==> config.mk <==
export PLATFORM = sky130hd
export DESIGN_NAME = bstap_ctrl
export DESIGN_NICKNAME = d
export VERILOG_FILES = /design/src/rtl/bstap_pkg.sv /design/src/rtl/bstap_fifo.sv /design/src/rtl/bstap_ctrl.sv
export SDC_FILE = /design/constraint.sdc
export NUM_CORES = 1
export LEC_CHECK = 0
export ABC_AREA = 1
export BUFFER_PORTS_ARGS = -buffer_cell sky130_fd_sc_hd__buf_2
export CAP_MARGIN = 20
export CORE_UTILIZATION = 55
export DETAILED_ROUTE_END_ITERATION = 10
export PLACE_DENSITY = 0.78
export SLEW_MARGIN = 0
export SYNTH_ARGS = -nofsm -noshare
export SYNTH_HDL_FRONTEND = slang
export SYNTH_SLANG_ARGS = --single-unit
==> constraint.sdc <==
create_clock -name clk_i -period 2.93 [get_ports clk_i]
set_clock_uncertainty 0.15 [all_clocks]
set_input_delay 0.293 -clock clk_i [delete_from_list [all_inputs] [get_ports clk_i]]
set_output_delay 0.293 -clock clk_i [all_outputs]
set_load 0.05 [all_outputs]
==> src/rtl/bstap_pkg.sv <==
// Package for the boundary-scan test access port controller.
// Assumes a single system clock that oversamples the test clock pin.
package bstap_pkg;

	typedef enum {
		ST_RESET, ST_IDLE, ST_SEL_DR, ST_CAP_DR, ST_SHIFT_DR, ST_EXIT1_DR,
		ST_PAUSE_DR, ST_EXIT2_DR, ST_UPD_DR, ST_SEL_IR, ST_CAP_IR,
		ST_SHIFT_IR, ST_EXIT1_IR, ST_PAUSE_IR, ST_EXIT2_IR, ST_UPD_IR
	} bstap_state_t;

	localparam int IR_W    = 8;
	localparam int BSR_W   = 48;
	localparam int BCR_W   = 3;
	localparam int IDR_W   = 32;

	// Instruction pattern loaded at reset and captured in Capture-IR
	localparam logic [7:0] IR_RESET_VAL  = 8'h81;
	localparam logic [7:0] IR_CAPTURE_VAL = 8'h81;
	// Signature analysis operation code
	localparam logic [2:0] BCR_RESET_VAL = 3'h2;
	localparam logic [2:0] SIGNATURE_ANALYSIS_OP = 3'h2;
	localparam int BSR_OE_LO = 44;
	localparam logic [3:0] BSR_OE_RESET = 4'hf;
	localparam logic       BYP_CAPTURE_VAL = 1'h0;

	// Instruction opcodes used for path selection (arbitrary encodings)
	localparam logic [7:0] OP_BYPASS  = 8'hff;
	localparam logic [7:0] OP_IDCODE  = 8'h81;
	localparam logic [7:0] OP_SAMPLE  = 8'h82;
	localparam logic [7:0] OP_EXTEST  = 8'h00;
	localparam logic [7:0] OP_BCR     = 8'h87;

	// Identification value, arbitrary
	localparam logic [31:0] IDCODE_VAL = 32'h00000001;

	typedef enum {SEL_BYP, SEL_IDR, SEL_BSR, SEL_BCR} bstap_sel_t;

endpackage

==> src/rtl/bstap_fifo.sv <==
// Small synchronous FIFO carrying captured scan-out bits to the user side.
// Assumes one clock and a synchronous active-low reset.
`timescale 1ns/10ps
module bstap_fifo #(
	parameter int W = 1,
	parameter int D = 16
) (
	// Clock and reset
	input  wire logic         clk_i,
	input  wire logic         resetn_i,
	// Fill side
	input  wire logic         in_valid_i,
	output logic              in_ready_o,
	input  wire logic [W-1:0] in_data_i,
	// Drain side
	output logic              out_valid_o,
	input  wire logic         out_ready_i,
	output logic      [W-1:0] out_data_o
);
	localparam int AW = $clog2(D);
	logic [W-1:0] mem [D];
	logic [AW-1:0] wp_q;
	logic [AW-1:0] rp_q;
	logic [AW:0]   cnt_q;
	logic          wr;
	logic          rd;

	assign in_ready_o  = (cnt_q != (AW+1)'(D));
	assign out_valid_o = (cnt_q != '0);
	assign out_data_o  = mem[rp_q];
	assign wr = in_valid_i && in_ready_o;
	assign rd = out_valid_o && out_ready_i;

	always_ff @(posedge clk_i) begin
		if (wr) begin
			mem[wp_q] <= in_data_i;
		end
		if (!resetn_i) begin
			wp_q  <= '0;
			rp_q  <= '0;
			cnt_q <= '0;
		end else begin
			if (wr) begin
				wp_q <= wp_q + 1'b1;
			end
			if (rd) begin
				rp_q <= rp_q + 1'b1;
			end
			cnt_q <= cnt_q + (AW+1)'(wr) - (AW+1)'(rd);
		end
	end
endmodule

==> src/rtl/bstap_ctrl.sv <==
// Boundary-scan test access port controller: state machine, instruction
// register and four data registers, with the test clock oversampled by clk_i.
// Assumes clk_i is at least four times faster than the test clock.
`timescale 1ns/10ps
module bstap_ctrl (
	// Clock and reset
	input  wire logic                       clk_i,
	input  wire logic                       resetn_i,
	// Test pins
	input  wire logic                       tck_i,
	input  wire logic                       tms_i,
	input  wire logic                       tdi_i,
	output logic                            tdo_o,
	output logic                            tdo_oe_n_o,
	// Boundary capture sources and shadow outputs
	input  wire logic [bstap_pkg::BSR_W-1:0] bsr_pins_i,
	output logic      [bstap_pkg::BSR_W-1:0] bsr_shadow_o,
	output logic      [bstap_pkg::BCR_W-1:0] bcr_shadow_o,
	output logic      [bstap_pkg::IR_W-1:0]  ir_current_o,
	// Status
	output logic                            test_logic_reset_o,
	output logic                            run_op_o,
	// Scan-out bit stream
	output logic                            so_valid_o,
	input  wire logic                       so_ready_i,
	output logic                            so_data_o
);
	import bstap_pkg::*;

	typedef struct packed {
		logic [2:0]       tck_s;
		logic [1:0]       tms_s;
		logic [1:0]       tdi_s;
		bstap_state_t     st;
		logic [IR_W-1:0]  ir_sh;
		logic [IR_W-1:0]  ir;
		logic [BSR_W-1:0] bsr_sh;
		logic [BSR_W-1:0] bsr;
		logic [BCR_W-1:0] bcr_sh;
		logic [BCR_W-1:0] bcr;
		logic             byp;
		logic [IDR_W-1:0] idr;
		logic             tdo;
		logic             oe_n;
		logic             so_v;
		logic             so_b;
	} bstap_regs_t;

	bstap_regs_t r_q;
	bstap_regs_t r_d;
	logic        rise;
	logic        fall;
	logic        tms;
	logic        tdi;
	logic        f_in_ready;

	function automatic bstap_sel_t sel_of(input logic [IR_W-1:0] op);
		case (op)
			OP_IDCODE: sel_of = SEL_IDR;
			OP_SAMPLE: sel_of = SEL_BSR;
			OP_EXTEST: sel_of = SEL_BSR;
			OP_BCR:    sel_of = SEL_BCR;
			default:   sel_of = SEL_BYP;
		endcase
	endfunction

	// Standard sixteen-state transition table
	function automatic bstap_state_t next_of(input bstap_state_t s, input logic m);
		case (s)
			ST_RESET:    next_of = m ? ST_RESET : ST_IDLE;
			ST_IDLE:     next_of = m ? ST_SEL_DR : ST_IDLE;
			ST_SEL_DR:   next_of = m ? ST_SEL_IR : ST_CAP_DR;
			ST_CAP_DR:   next_of = m ? ST_EXIT1_DR : ST_SHIFT_DR;
			ST_SHIFT_DR: next_of = m ? ST_EXIT1_DR : ST_SHIFT_DR;
			ST_EXIT1_DR: next_of = m ? ST_UPD_DR : ST_PAUSE_DR;
			ST_PAUSE_DR: next_of = m ? ST_EXIT2_DR : ST_PAUSE_DR;
			ST_EXIT2_DR: next_of = m ? ST_UPD_DR : ST_SHIFT_DR;
			ST_UPD_DR:   next_of = m ? ST_SEL_DR : ST_IDLE;
			ST_SEL_IR:   next_of = m ? ST_RESET : ST_CAP_IR;
			ST_CAP_IR:   next_of = m ? ST_EXIT1_IR : ST_SHIFT_IR;
			ST_SHIFT_IR: next_of = m ? ST_EXIT1_IR : ST_SHIFT_IR;
			ST_EXIT1_IR: next_of = m ? ST_UPD_IR : ST_PAUSE_IR;
			ST_PAUSE_IR: next_of = m ? ST_EXIT2_IR : ST_PAUSE_IR;
			ST_EXIT2_IR: next_of = m ? ST_UPD_IR : ST_SHIFT_IR;
			ST_UPD_IR:   next_of = m ? ST_SEL_DR : ST_IDLE;
			default:     next_of = ST_RESET;
		endcase
	endfunction

	////////////////////////////////////////////////////////////////////////////
	// Test clock edge detection reads only the synchronised stages
	assign rise = r_q.tck_s[1] && !r_q.tck_s[2];
	assign fall = !r_q.tck_s[1] && r_q.tck_s[2];
	assign tms  = r_q.tms_s[1];
	assign tdi  = r_q.tdi_s[1];

	always_comb begin
		bstap_sel_t sel;
		sel = sel_of(r_q.ir);
		r_d = r_q;
		r_d.tck_s = {r_q.tck_s[1:0], tck_i};
		r_d.tms_s = {r_q.tms_s[0], tms_i};
		r_d.tdi_s = {r_q.tdi_s[0], tdi_i};
		r_d.so_v  = 1'b0;
		if (rise) begin
			r_d.st = next_of(r_q.st, tms);
			case (r_q.st)
				ST_CAP_DR: begin
					case (sel)
						SEL_IDR: r_d.idr = IDCODE_VAL;
						SEL_BSR: r_d.bsr_sh = bsr_pins_i;
						SEL_BCR: r_d.bcr_sh = r_q.bcr_sh;
						default: r_d.byp = BYP_CAPTURE_VAL;
					endcase
				end
				ST_SHIFT_DR: begin
					r_d.so_v = 1'b1;
					case (sel)
						SEL_IDR: begin
							r_d.so_b = r_q.idr[0];
							r_d.idr  = {tdi, r_q.idr[IDR_W-1:1]};
						end
						SEL_BSR: begin
							r_d.so_b   = r_q.bsr_sh[0];
							r_d.bsr_sh = {tdi, r_q.bsr_sh[BSR_W-1:1]};
						end
						SEL_BCR: begin
							r_d.so_b   = r_q.bcr_sh[0];
							r_d.bcr_sh = {tdi, r_q.bcr_sh[BCR_W-1:1]};
						end
						default: begin
							r_d.so_b = r_q.byp;
							r_d.byp  = tdi;
						end
					endcase
				end
				ST_CAP_IR: r_d.ir_sh = IR_CAPTURE_VAL;
				ST_SHIFT_IR: begin
					r_d.so_v  = 1'b1;
					r_d.so_b  = r_q.ir_sh[0];
					r_d.ir_sh = {tdi, r_q.ir_sh[IR_W-1:1]};
				end
				default: ;
			endcase
			if (r_d.st == ST_RESET) begin
				// Loaded on entry, so the values stand as soon as the state is reached
				r_d.ir     = IR_RESET_VAL;
				r_d.bcr    = BCR_RESET_VAL;
				r_d.bcr_sh = BCR_RESET_VAL;
				r_d.bsr[BSR_OE_LO +: 4] = BSR_OE_RESET;
			end
		end
		if (fall) begin
			case (r_q.st)
				ST_SHIFT_DR: begin
					r_d.oe_n = 1'b0;
					case (sel)
						SEL_IDR: r_d.tdo = r_q.idr[0];
						SEL_BSR: r_d.tdo = r_q.bsr_sh[0];
						SEL_BCR: r_d.tdo = r_q.bcr_sh[0];
						default: r_d.tdo = r_q.byp;
					endcase
				end
				ST_SHIFT_IR: begin
					r_d.oe_n = 1'b0;
					r_d.tdo  = r_q.ir_sh[0];
				end
				ST_UPD_DR: begin
					if (sel == SEL_BSR) begin
						r_d.bsr = r_q.bsr_sh;
					end
					if (sel == SEL_BCR) begin
						r_d.bcr = r_q.bcr_sh;
					end
				end
				ST_UPD_IR: r_d.ir = r_q.ir_sh;
				default: r_d.oe_n = 1'b1;
			endcase
		end
		if (!f_in_ready) begin
			r_d.so_v = 1'b0;
		end
	end

	always_ff @(posedge clk_i) begin
		if (!resetn_i) begin
			r_q        <= '0;
			r_q.st     <= ST_RESET;
			r_q.ir     <= IR_RESET_VAL;
			r_q.bcr    <= BCR_RESET_VAL;
			r_q.bcr_sh <= BCR_RESET_VAL;
			r_q.bsr    <= {BSR_OE_RESET, {(BSR_W-4){1'b0}}};
			r_q.oe_n   <= 1'b1;
			// Pins idle high; any other value fakes a test clock edge after reset
			r_q.tck_s  <= '1;
			r_q.tms_s  <= '1;
			r_q.tdi_s  <= '1;
		end else begin
			r_q <= r_d;
		end
	end

	////////////////////////////////////////////////////////////////////////////
	// Scan-out bits are buffered; a full buffer drops bits, never stalls the pins
	bstap_fifo #(.W(1), .D(16)) u_fifo (
		.clk_i       (clk_i),
		.resetn_i    (resetn_i),
		.in_valid_i  (r_q.so_v),
		.in_ready_o  (f_in_ready),
		.in_data_i   (r_q.so_b),
		.out_valid_o (so_valid_o),
		.out_ready_i (so_ready_i),
		.out_data_o  (so_data_o)
	);

	assign tdo_o              = r_q.tdo;
	assign tdo_oe_n_o         = r_q.oe_n;
	assign bsr_shadow_o       = r_q.bsr;
	assign bcr_shadow_o       = r_q.bcr;
	assign ir_current_o       = r_q.ir;
	assign test_logic_reset_o = (r_q.st == ST_RESET);
	assign run_op_o           = (r_q.st == ST_IDLE) && (sel_of(r_q.ir) == SEL_BCR);

	////////////////////////////////////////////////////////////////////////////
	a_tms_high_reset: assert property (@(posedge clk_i) disable iff (!resetn_i)
		(rise && tms && r_q.st == ST_SEL_IR) |=> (r_q.st == ST_RESET))
		else $error("tms high did not reach reset");
	a_select_leaves: assert property (@(posedge clk_i) disable iff (!resetn_i)
		(rise && (r_q.st == ST_SEL_DR || r_q.st == ST_SEL_IR)) |=>
		(r_q.st != $past(r_q.st)))
		else $error("select state held");
	a_ir_reset_val: assert property (@(posedge clk_i) disable iff (!resetn_i)
		(rise && r_q.st == ST_RESET) |=> (r_q.ir == IR_RESET_VAL))
		else $error("instruction not reset");
	a_bcr_reset_val: assert property (@(posedge clk_i) disable iff (!resetn_i)
		(rise && r_q.st == ST_RESET) |=> (r_q.bcr == SIGNATURE_ANALYSIS_OP))
		else $error("control register not reset");
	a_capir_pattern: assert property (@(posedge clk_i) disable iff (!resetn_i)
		(rise && r_q.st == ST_CAP_IR) |=> (r_q.ir_sh == IR_CAPTURE_VAL))
		else $error("capture-ir pattern wrong");
	a_tdo_enable: assert property (@(posedge clk_i) disable iff (!resetn_i)
		(fall && r_q.st == ST_SHIFT_DR) |=> (!r_q.oe_n))
		else $error("output not enabled in shift");
	a_tdo_float: assert property (@(posedge clk_i) disable iff (!resetn_i)
		(fall && (r_q.st == ST_EXIT1_DR || r_q.st == ST_EXIT1_IR)) |=> r_q.oe_n)
		else $error("output not floated in exit");
	a_pause_hold: assert property (@(posedge clk_i) disable iff (!resetn_i)
		(r_q.st == ST_PAUSE_IR) |=> ($stable(r_q.ir_sh)))
		else $error("pause lost data");
	a_update_ir: assert property (@(posedge clk_i) disable iff (!resetn_i)
		(fall && r_q.st == ST_UPD_IR) |=> (r_q.ir == $past(r_q.ir_sh)))
		else $error("instruction not updated");
	a_byp_zero: assert property (@(posedge clk_i) disable iff (!resetn_i)
		(rise && r_q.st == ST_CAP_DR && sel_of(r_q.ir) == SEL_BYP) |=> !r_q.byp)
		else $error("bypass did not capture zero");

	////////////////////////////////////////////////////////////////////////////
	// Edge discipline of the oversampled test clock
	a_state_on_rise: assert property (@(posedge clk_i) disable iff (!resetn_i)
		!rise |=> $stable(r_q.st))
		else $error("state moved without rising edge");

	a_tdo_on_fall: assert property (@(posedge clk_i) disable iff (!resetn_i)
		!fall |=> ($stable(r_q.tdo) && $stable(r_q.oe_n)))
		else $error("output moved without falling edge");

	a_shift_on_rise: assert property (@(posedge clk_i) disable iff (!resetn_i)
		!rise |=> ($stable(r_q.ir_sh) && $stable(r_q.bsr_sh)))
		else $error("shift stage moved without rising edge");

	////////////////////////////////////////////////////////////////////////////
	// State diagram
	a_idle_stays: assert property (@(posedge clk_i) disable iff (!resetn_i)
		(rise && !tms && r_q.st == ST_IDLE) |=> (r_q.st == ST_IDLE))
		else $error("idle not held");

	a_reset_stays: assert property (@(posedge clk_i) disable iff (!resetn_i)
		(rise && tms && r_q.st == ST_RESET) |=> (r_q.st == ST_RESET))
		else $error("reset state not held");

	a_sel_dr_exit: assert property (@(posedge clk_i) disable iff (!resetn_i)
		(rise && r_q.st == ST_SEL_DR) |=> (r_q.st == ST_SEL_IR || r_q.st == ST_CAP_DR))
		else $error("data select went astray");

	a_reset_quiet: assert property (@(posedge clk_i) disable iff (!resetn_i)
		(r_q.st == ST_RESET) |-> (r_q.oe_n && !run_op_o))
		else $error("test logic active in reset state");

	a_bsr_oe_reset: assert property (@(posedge clk_i) disable iff (!resetn_i)
		(rise && tms && r_q.st == ST_SEL_IR) |=> (r_q.bsr[BSR_OE_LO +: 4] == BSR_OE_RESET))
		else $error("output enable cells not reset");

	a_run_op_idle: assert property (@(posedge clk_i) disable iff (!resetn_i)
		run_op_o |-> (r_q.st == ST_IDLE))
		else $error("operation outside idle");

	////////////////////////////////////////////////////////////////////////////
	// Data path capture, shift and update
	a_capture_bsr: assert property (@(posedge clk_i) disable iff (!resetn_i)
		(rise && r_q.st == ST_CAP_DR && sel_of(r_q.ir) == SEL_BSR) |=>
		(r_q.bsr_sh == $past(bsr_pins_i)))
		else $error("boundary capture wrong");

	a_capture_idr: assert property (@(posedge clk_i) disable iff (!resetn_i)
		(rise && r_q.st == ST_CAP_DR && sel_of(r_q.ir) == SEL_IDR) |=> (r_q.idr == IDCODE_VAL))
		else $error("identification capture wrong");

	a_bcr_keep: assert property (@(posedge clk_i) disable iff (!resetn_i)
		(rise && r_q.st == ST_CAP_DR && sel_of(r_q.ir) == SEL_BCR) |=> $stable(r_q.bcr_sh))
		else $error("control capture changed contents");

	a_shift_dr_lsb: assert property (@(posedge clk_i) disable iff (!resetn_i)
		(fall && r_q.st == ST_SHIFT_DR && sel_of(r_q.ir) == SEL_BSR) |=>
		(r_q.tdo == $past(r_q.bsr_sh[0])))
		else $error("data output not lsb");

	a_bsr_shift: assert property (@(posedge clk_i) disable iff (!resetn_i)
		(rise && r_q.st == ST_SHIFT_DR && sel_of(r_q.ir) == SEL_BSR) |=>
		(r_q.bsr_sh == {$past(tdi), $past(r_q.bsr_sh[BSR_W-1:1])}))
		else $error("boundary shift wrong");

	a_byp_shift: assert property (@(posedge clk_i) disable iff (!resetn_i)
		(rise && r_q.st == ST_SHIFT_DR && sel_of(r_q.ir) == SEL_BYP) |=> (r_q.byp == $past(tdi)))
		else $error("bypass shift wrong");

	a_pause_dr_hold: assert property (@(posedge clk_i) disable iff (!resetn_i)
		(r_q.st == ST_PAUSE_DR) |=> ($stable(r_q.bsr_sh) && $stable(r_q.byp) &&
		$stable(r_q.idr) && $stable(r_q.bcr_sh)))
		else $error("data pause lost data");

	a_bsr_update: assert property (@(posedge clk_i) disable iff (!resetn_i)
		(fall && r_q.st == ST_UPD_DR && sel_of(r_q.ir) == SEL_BSR) |=>
		(r_q.bsr == $past(r_q.bsr_sh)))
		else $error("boundary shadow not updated");

	a_bcr_update: assert property (@(posedge clk_i) disable iff (!resetn_i)
		(fall && r_q.st == ST_UPD_DR && sel_of(r_q.ir) == SEL_BCR) |=>
		(r_q.bcr == $past(r_q.bcr_sh)))
		else $error("control shadow not updated");

	////////////////////////////////////////////////////////////////////////////
	// Instruction path and path exclusion
	a_shift_ir_lsb: assert property (@(posedge clk_i) disable iff (!resetn_i)
		(fall && r_q.st == ST_SHIFT_IR) |=> (!r_q.oe_n && r_q.tdo == $past(r_q.ir_sh[0])))
		else $error("instruction output not lsb");

	a_shift_ir_step: assert property (@(posedge clk_i) disable iff (!resetn_i)
		(rise && r_q.st == ST_SHIFT_IR) |=>
		(r_q.ir_sh == {$past(tdi), $past(r_q.ir_sh[IR_W-1:1])}))
		else $error("instruction shift wrong");

	// Shadows may only move in the update states or on entry to reset
	a_shadow_hold: assert property (@(posedge clk_i) disable iff (!resetn_i)
		(r_q.st inside {ST_SHIFT_DR, ST_SHIFT_IR, ST_PAUSE_DR, ST_PAUSE_IR}) |=>
		($stable(r_q.bsr) && $stable(r_q.ir) && $stable(r_q.bcr)))
		else $error("shadow moved outside update");

	a_one_path: assert property (@(posedge clk_i) disable iff (!resetn_i)
		(r_q.st inside {ST_CAP_DR, ST_SHIFT_DR, ST_EXIT1_DR, ST_PAUSE_DR, ST_EXIT2_DR,
		ST_UPD_DR}) |-> $stable(r_q.ir_sh))
		else $error("instruction path moved in data scan");
endmodule

==> results of run 1 <==
where the power goes:
| part | switching (mW) | internal, mW | total (mW) |
|---|---|---|---|
| Combinational | 0.393 | 0.259 | 0.652 |
| Clock | 1.06 | 1.31 | 2.37 |
| Sequential | 0.0654 | 2.79 | 2.86 |
metrics by stage:
step | hold slack, ns | power [mW]
floorplan | 0.2425 | 3.353
global placement | 0.2442 | 3.497
detailed placement | 0.2474 | 3.515
CTS | 0.004732 | 5.900
global route | 0.01793 | 6.100
finish | 0.01149 | 5.879
flip-flops by register name (all words and copies together) (netlist names), named ones only:
signal        count
bsr_shadow_o     48
r_q             101
bcr_shadow_o      3
u_fifo.cnt_q      5
tdo_oe_n_o        1
tdo_o             1
r_d               4
u_fifo.wp_q       4
u_fifo.rp_q       4
ir_current_o      8
u_fifo.mem       16
cell type report:
class                           instances  share of cell area, %
Timing Repair Buffer                  176                  11.90
Multi-Input combinational cell        716                  34.85
Clock buffer                           22                  5.003
Tap cell                              211                  2.666
Inverter                               69                  2.641
Sequential cell                       199                  41.84
Clock inverter                         10                  1.099
cells in the final DEF (no fill, tap or decap), types with 3 or more instances in the layout:
cell | Yosys | final
buf_4 | 67 | 7
dfxtp_1 | 183 | 183
nand3_1 | 15 | 15
o21ai_0 | 130 | 128
nor2_4 | 4 | 5
nand2_2 | 3 | 3
nor3_1 | 36 | 36
clkinv_2 | 1 | 3
o211ai_1 | 3 | 3
a21oi_1 | 75 | 75
clkinv_4 | 0 | 4
a31oi_1 | 49 | 49
buf_2 | 11 | 117
dlygate4sd3_1 | 0 | 50
mux2i_1 | 4 | 4
inv_1 | 60 | 60
edfxtp_1 | 16 | 16
inv_2 | 6 | 6
ha_1 | 11 | 9
nand2_1 | 177 | 177
nand4_1 | 12 | 12
nor2_2 | 5 | 4
o21ai_1 | 7 | 9
clkbuf_16 | 0 | 18
nor2_1 | 169 | 169
clkbuf_8 | 0 | 3
or2_2 | 7 | 7
worst max-delay path by stage:
stage,slack [ns],cells after the start,to,start
6_report,0.42,5,run_op_o,r_q[155]
5_1_grt,0.22,10,bsr_shadow_o[44],r_q[155]
4_1_cts,0.43,14,u_fifo.cnt_q[4],u_fifo.cnt_q[3]
3_5_place_dp,0.44,14,u_fifo.cnt_q[4],u_fifo.cnt_q[3]
3_3_place_gp,0.57,14,u_fifo.cnt_q[4],u_fifo.cnt_q[3]
2_1_floorplan,0.009,14,u_fifo.cnt_q[4],u_fifo.cnt_q[3]
critical path: stages (launching register included):
cell and delay (ns):
dfxtp_1 0.55, inv_1 0.21, nor2_1 0.26, nand2_1 0.14, nor2_1 0.18, buf_2 0.29
what timing repair did:
| action | in CTS | in global routing |
|---|---|---|
| endpoints found under the hold margin | 50 | 0 |
| hold buffers | 50 | 0 |
| endpoints found under the setup margin | 0 | 0 |
layer usage:
metal,track usage (%),vias up
met1,32.25,3474
met3,4.313,32
met5,0,-
met4,9.804,0
met2,40.21,232
li1,-,3746
cell families (layout without fill, tap and decap cells):
logic type	count (synthesis)	count (layout)	share of synthesized area, %
xor gates and xnor gates	1	1	0.1017
adders and majority gates	12	12	1.831
and+or+nand+nor	431	431	20.91
DFF	199	199	48.12
AOI/OAI and AO/OA	268	268	16.50
buffers and inverters	190	277	12.07
muxes	4	4	0.4649
cell usage after synthesis (2+ instances only):
library cell,number
inv_1,60
a31oi_1,49
nand4_1,12
nor2_4,4
dfxtp_1,183
nor3_1,36
nand3b_1,2
a211oi_1,2
nor2_1,169
nor2_2,5
nand2_2,3
buf_1,6
or2_2,7
mux2i_1,4
clkinv_1,2
buf_2,11
o211ai_1,3
a21oi_1,75
nand2_1,177
inv_2,6
ha_1,11
o21ai_1,7
buf_4,67
edfxtp_1,16
clkbuf_1,29
o21ai_0,130
buf_6,8
nand3_1,15
==> results.yml, run 1 <==
run_status:
  outcome: "completed"
min_path:
  hp-class: "in -> reg"
  min_path_cells: 3
  holdCritStartpoint: "bsr_pins_i[36]"
  holdPathEnd: "r_q[127]"
detailed_routing:
  wl_per_cell_um: 13.83
  wl_met2_mm: 9.303
  wl_met3_um: 976
  top_layer_used: "met4"
  avgViaCountPerCell: 5.334
  drt_iter0_drc: 610
  routed-via-count: 7484
  met1_length_mm: 8.774
  wl_mm: 19.41
  drtPass1Iterations: 7
  antenna_left: 0
  route.detailed.drc: 0
yosys:
  synth_area_leaders: "dfxtp_1 43%, nand2_1 7.7%, o21ai_0 7.6%, nor2_1 7.4%, buf_4 5.8%"
  ys_seq_area_share_pct: 48.12
  synth_cell_types: 34
  synth_edf_count: 16
  synth_area_um2: 8612
  yosysTopAreaCell: "dfxtp_1"
  yosysWarningCount: 0
  yosys_most_used_dff: "dfxtp_1"
  ys_seq_elements: 199
  synth_top_area_share_pct: 42.54
  async_flop_share_pct: 0
  avgSynthCellArea_um2: 7.794
  synthCells: 1105
  syn_nets: 1171
grt:
  grt_max_degree: 97
  grt_use_total_pct: 24.53
  grt_pass1_vias: 6802
  grt_pass1_wl_mm: 32.04
  antenna_found_initial: 0
  overflow: 0
worst_setup_path:
  end_kind: "output port"
  ff2ff_setup_slack_ns: 0.44
  start_kind: "flop"
  crit_fanout: 11
  crit_arrival_ns: 2.07
  worstPathRequired_ns: 2.49
  r2r-end: "u_fifo.cnt_q[4]"
  r2r-start: "u_fifo.cnt_q[3]"
  r2r_cells: 14
  critPathKind: "reg -> out"
timing:
  fin_ws_ns: 0.4162
  post-route-period-util_pct: 85.80
  rsz0062_at_grt: "false"
  slew_viol_final: 0
  fmax_mhz: 397.8
  max_slew_margin_pct: 40.70
  setup_viol_count_final: 0
  period_needed_ns: 2.514
  hold_violations: 0
  setup_tns_ns: 0
  worst-slew-pin-transition_ns: 0.8895
final_layout:
  multi_input_area_um2: 3451
  areaGrowthSynthToFinish_pct: 14.99
  antenna_cells: 0
  fin_cells: 1403
  nFillCells: 1286
  regArea_um2: 4144
  finish.instance_area_um2: 9903
  final_nets: 1245
  drive_gt1_share_pct: 15.77
  utilization_pct: 64.90
floorplanning:
  die_w_um: 127.1
  pin_count: 119
  die_area_um2: 16160
  rows: 45
  initial_core_util_pct: 56.44
  die_h_um: 127.1
  coreArea_um2: 15260
pwr:
  leakage_nw: 4.392
  ir_drop_v: 0.0004589
  p_per_area_nw_per_um2: 593.7
placement:
  hpwl_mm: 11.60
  place_congestion: 0.8911
  place_area_um2: 8798
  dp_cells: 1321
  io_buffers: 118
  dp_slack_ns: 0.4409
job:
  maxCapViolations: 0
clock_tree:
  path_clk_slew_ns: 0.07
  htreeDepth: 4
  cts_setup_buffers: 0
  numCtsBuffers: 17
  clock_latency_ns: 0.44
  ctsResizeCount: 0
  cts.sinks: 199
  clock_tree.root_cell: "clkbuf_16"
  cts_tree: "yes"
  ctsLongestPathBuffers: 2
Power figures use the tool's default switching activity.
==> run 2: changes to the inputs <==
- BUFFER_PORTS_ARGS: -buffer_cell sky130_fd_sc_hd__buf_2 -> -buffer_cell sky130_fd_sc_hd__buf_4
==> results.yml, run 2 (synthesis results as in run 1) <==
worst_setup_path:
  r2r-end: "u_fifo.cnt_q[4]"
  ff2ff_setup_slack_ns: 0.41
  r2r_cells: 14
  r2r-start: "u_fifo.cnt_q[2]"
  end_kind: "flop"
  crit_fanout: 8
  crit_arrival_ns: 2.68
  worstPathRequired_ns: 3.09
  critPathKind: "reg -> reg"
  crit_end: "u_fifo.cnt_q[4]"
  start_kind: "flop"
  cp-startpoint: "u_fifo.cnt_q[2]"
detailed_routing:
  drt_iter0_drc: 683
  route.detailed.drc: 0
  wl_per_cell_um: 13.74
  avgViaCountPerCell: 5.295
  routed-via-count: 7413
  wl_mm: 19.24
  drtPass1Iterations: 5
  antenna_left: 0
pwr:
  leakage_nw: 4.434
  p_per_area_nw_per_um2: 577.8
  ir_drop_v: 0.0004247
floorplanning:
  die_h_um: 127.1
  coreArea_um2: 15260
  initial_core_util_pct: 56.44
  die_area_um2: 16160
  die_w_um: 127.1
  rows: 45
  pin_count: 119
run_status:
  outcome: "completed"
job:
  maxCapViolations: 0
final_layout:
  registers.top_by_ff_count: "r_q"
  areaGrowthSynthToFinish_pct: 17.91
  layout_common_cells: "183 x dfxtp_1, 177 x nand2_1, 169 x nor2_1"
  antenna_cells: 0
  fin_cells: 1400
  drive_gt1_share_pct: 15.98
  final_common_cell: "dfxtp_1"
  largest_reg_flops: 101
  finish.instance_area_um2: 10150
  final_nets: 1242
grt:
  grt_pass1_vias: 6720
  grt_use_total_pct: 24.12
  overflow: 0
  antenna_found_initial: 0
  grt_max_degree: 97
  grt_pass1_wl_mm: 31.57
timing:
  post-route-period-util_pct: 85.88
  max_slew_margin_pct: 40.99
  setup_viol_count_final: 0
  worst-slew-pin-transition_ns: 0.8839
  hold_violations: 0
  setup_tns_ns: 0
  fmax_mhz: 397.4
  slew_viol_final: 0
  period_needed_ns: 2.516
  fin_ws_ns: 0.4138
  rsz0062_at_grt: "false"
placement:
  io_buffers: 118
  dp_cells: 1322
  dp_slack_ns: 0.4647
  hpwl_mm: 11.65
  place_area_um2: 9099
  place_congestion: 0.8683
clock_tree:
  cts.sinks: 199
  ctsLongestPathBuffers: 2
  path_clk_slew_ns: 0.07
  cts_setup_buffers: 0
  clock_tree.root_cell: "clkbuf_16"
  cts_tree: "yes"
  numCtsBuffers: 17
  clock_latency_ns: 0.43
  htreeDepth: 4
min_path:
  hp-class: "in -> reg"
## run 2: changes by cell type in the layout (fill, tap and decap cells not counted)
| cell | change |
|---|---|
| buf_2 | -117 |
| clkinvlp_4 | +1 |
| clkbuf_1 | -1 |
| clkinv_4 | -2 |
| inv_8 | -2 |
| dlygate4sd3_1 | -4 |
| clkbuf_8 | +1 |
| clkinv_2 | +2 |
| inv_4 | +2 |
| buf_4 | +118 |
| inv_6 | -1 |
## run 2: through the flow
step / total power [mW] / hold slack [ns] / utilization (%)
global route: 6.103 / 0.005271 / 66.55
CTS: 5.885 / 0.003261 / 66.55
floorplan: 3.353 / 0.2425 / -
detailed placement: 3.547 / 0.2498 / 59.63
global placement: 3.530 / 0.2474 / 59.63
finish: 5.868 / 0.009377 / 66.55
## run 2: per-layer routing
| layer | global-route usage, % | up-vias | part of all wire, % |
|---|---|---|---|
| li1 | - | 3747 | - |
| met1 | 32.56 | 3426 | 46 |
| met2 | 38.46 | 206 | 47 |
| met3 | 3.936 | 34 | 4.8 |
| met4 | 10.29 | 0 | 1.9 |
| met5 | 0 | - | 0 |
## run 2: area by class of cell
type                            instances  area, um^2
Tap cell                              211       264.0
Timing Repair Buffer                  173        1439
Clock inverter                         10       90.09
Clock buffer                           22       505.5
Sequential cell                       199        4144
Inverter                               69       261.5
Multi-Input combinational cell        716        3451
Fill cell                            1253        5104
## run 2: report_power, final
| part | leakage, nW | switching (mW) | internal [mW] |
|---|---|---|---|
| clock | 0.294 | 1.01 | 1.31 |
| combinational | 2.53 | 0.400 | 0.288 |
| sequential | 1.61 | 0.0626 | 2.79 |
## run 2: worst max-delay path: stages, from the launching register on
cell and delay [ns]:
dfxtp_1 0.32, inv_1 0.08, ha_2 0.18, nand4_1 0.10
nand2_1 0.12, clkinv_2 0.13, ha_4 0.25, inv_1 0.05
ha_1 0.16, inv_1 0.06, fa_2 0.36, o21ai_1 0.15
a21oi_1 0.10, o21ai_1 0.13, a21oi_1 0.05
## run 2: worst min path at each step
stage | depth (start not counted) | slack (ns) | endpoint | from
global route | 3 | 0.005 | r_q[92] | bsr_pins_i[1]
floorplan | 1 | 0.24 | r_d[193] | r_d[192]
detailed placement | 1 | 0.25 | r_d[193] | r_d[192]
finish | 3 | 0.009 | r_q[136] | bsr_pins_i[45]
global placement | 1 | 0.25 | r_d[193] | r_d[192]
CTS | 3 | 0.003 | r_q[136] | bsr_pins_i[45]
## run 2: what timing repair did
action,4_1_cts,5_1_grt
gates resized for setup,0,0
endpoints found under the hold margin,46,0
hold buffers,46,0
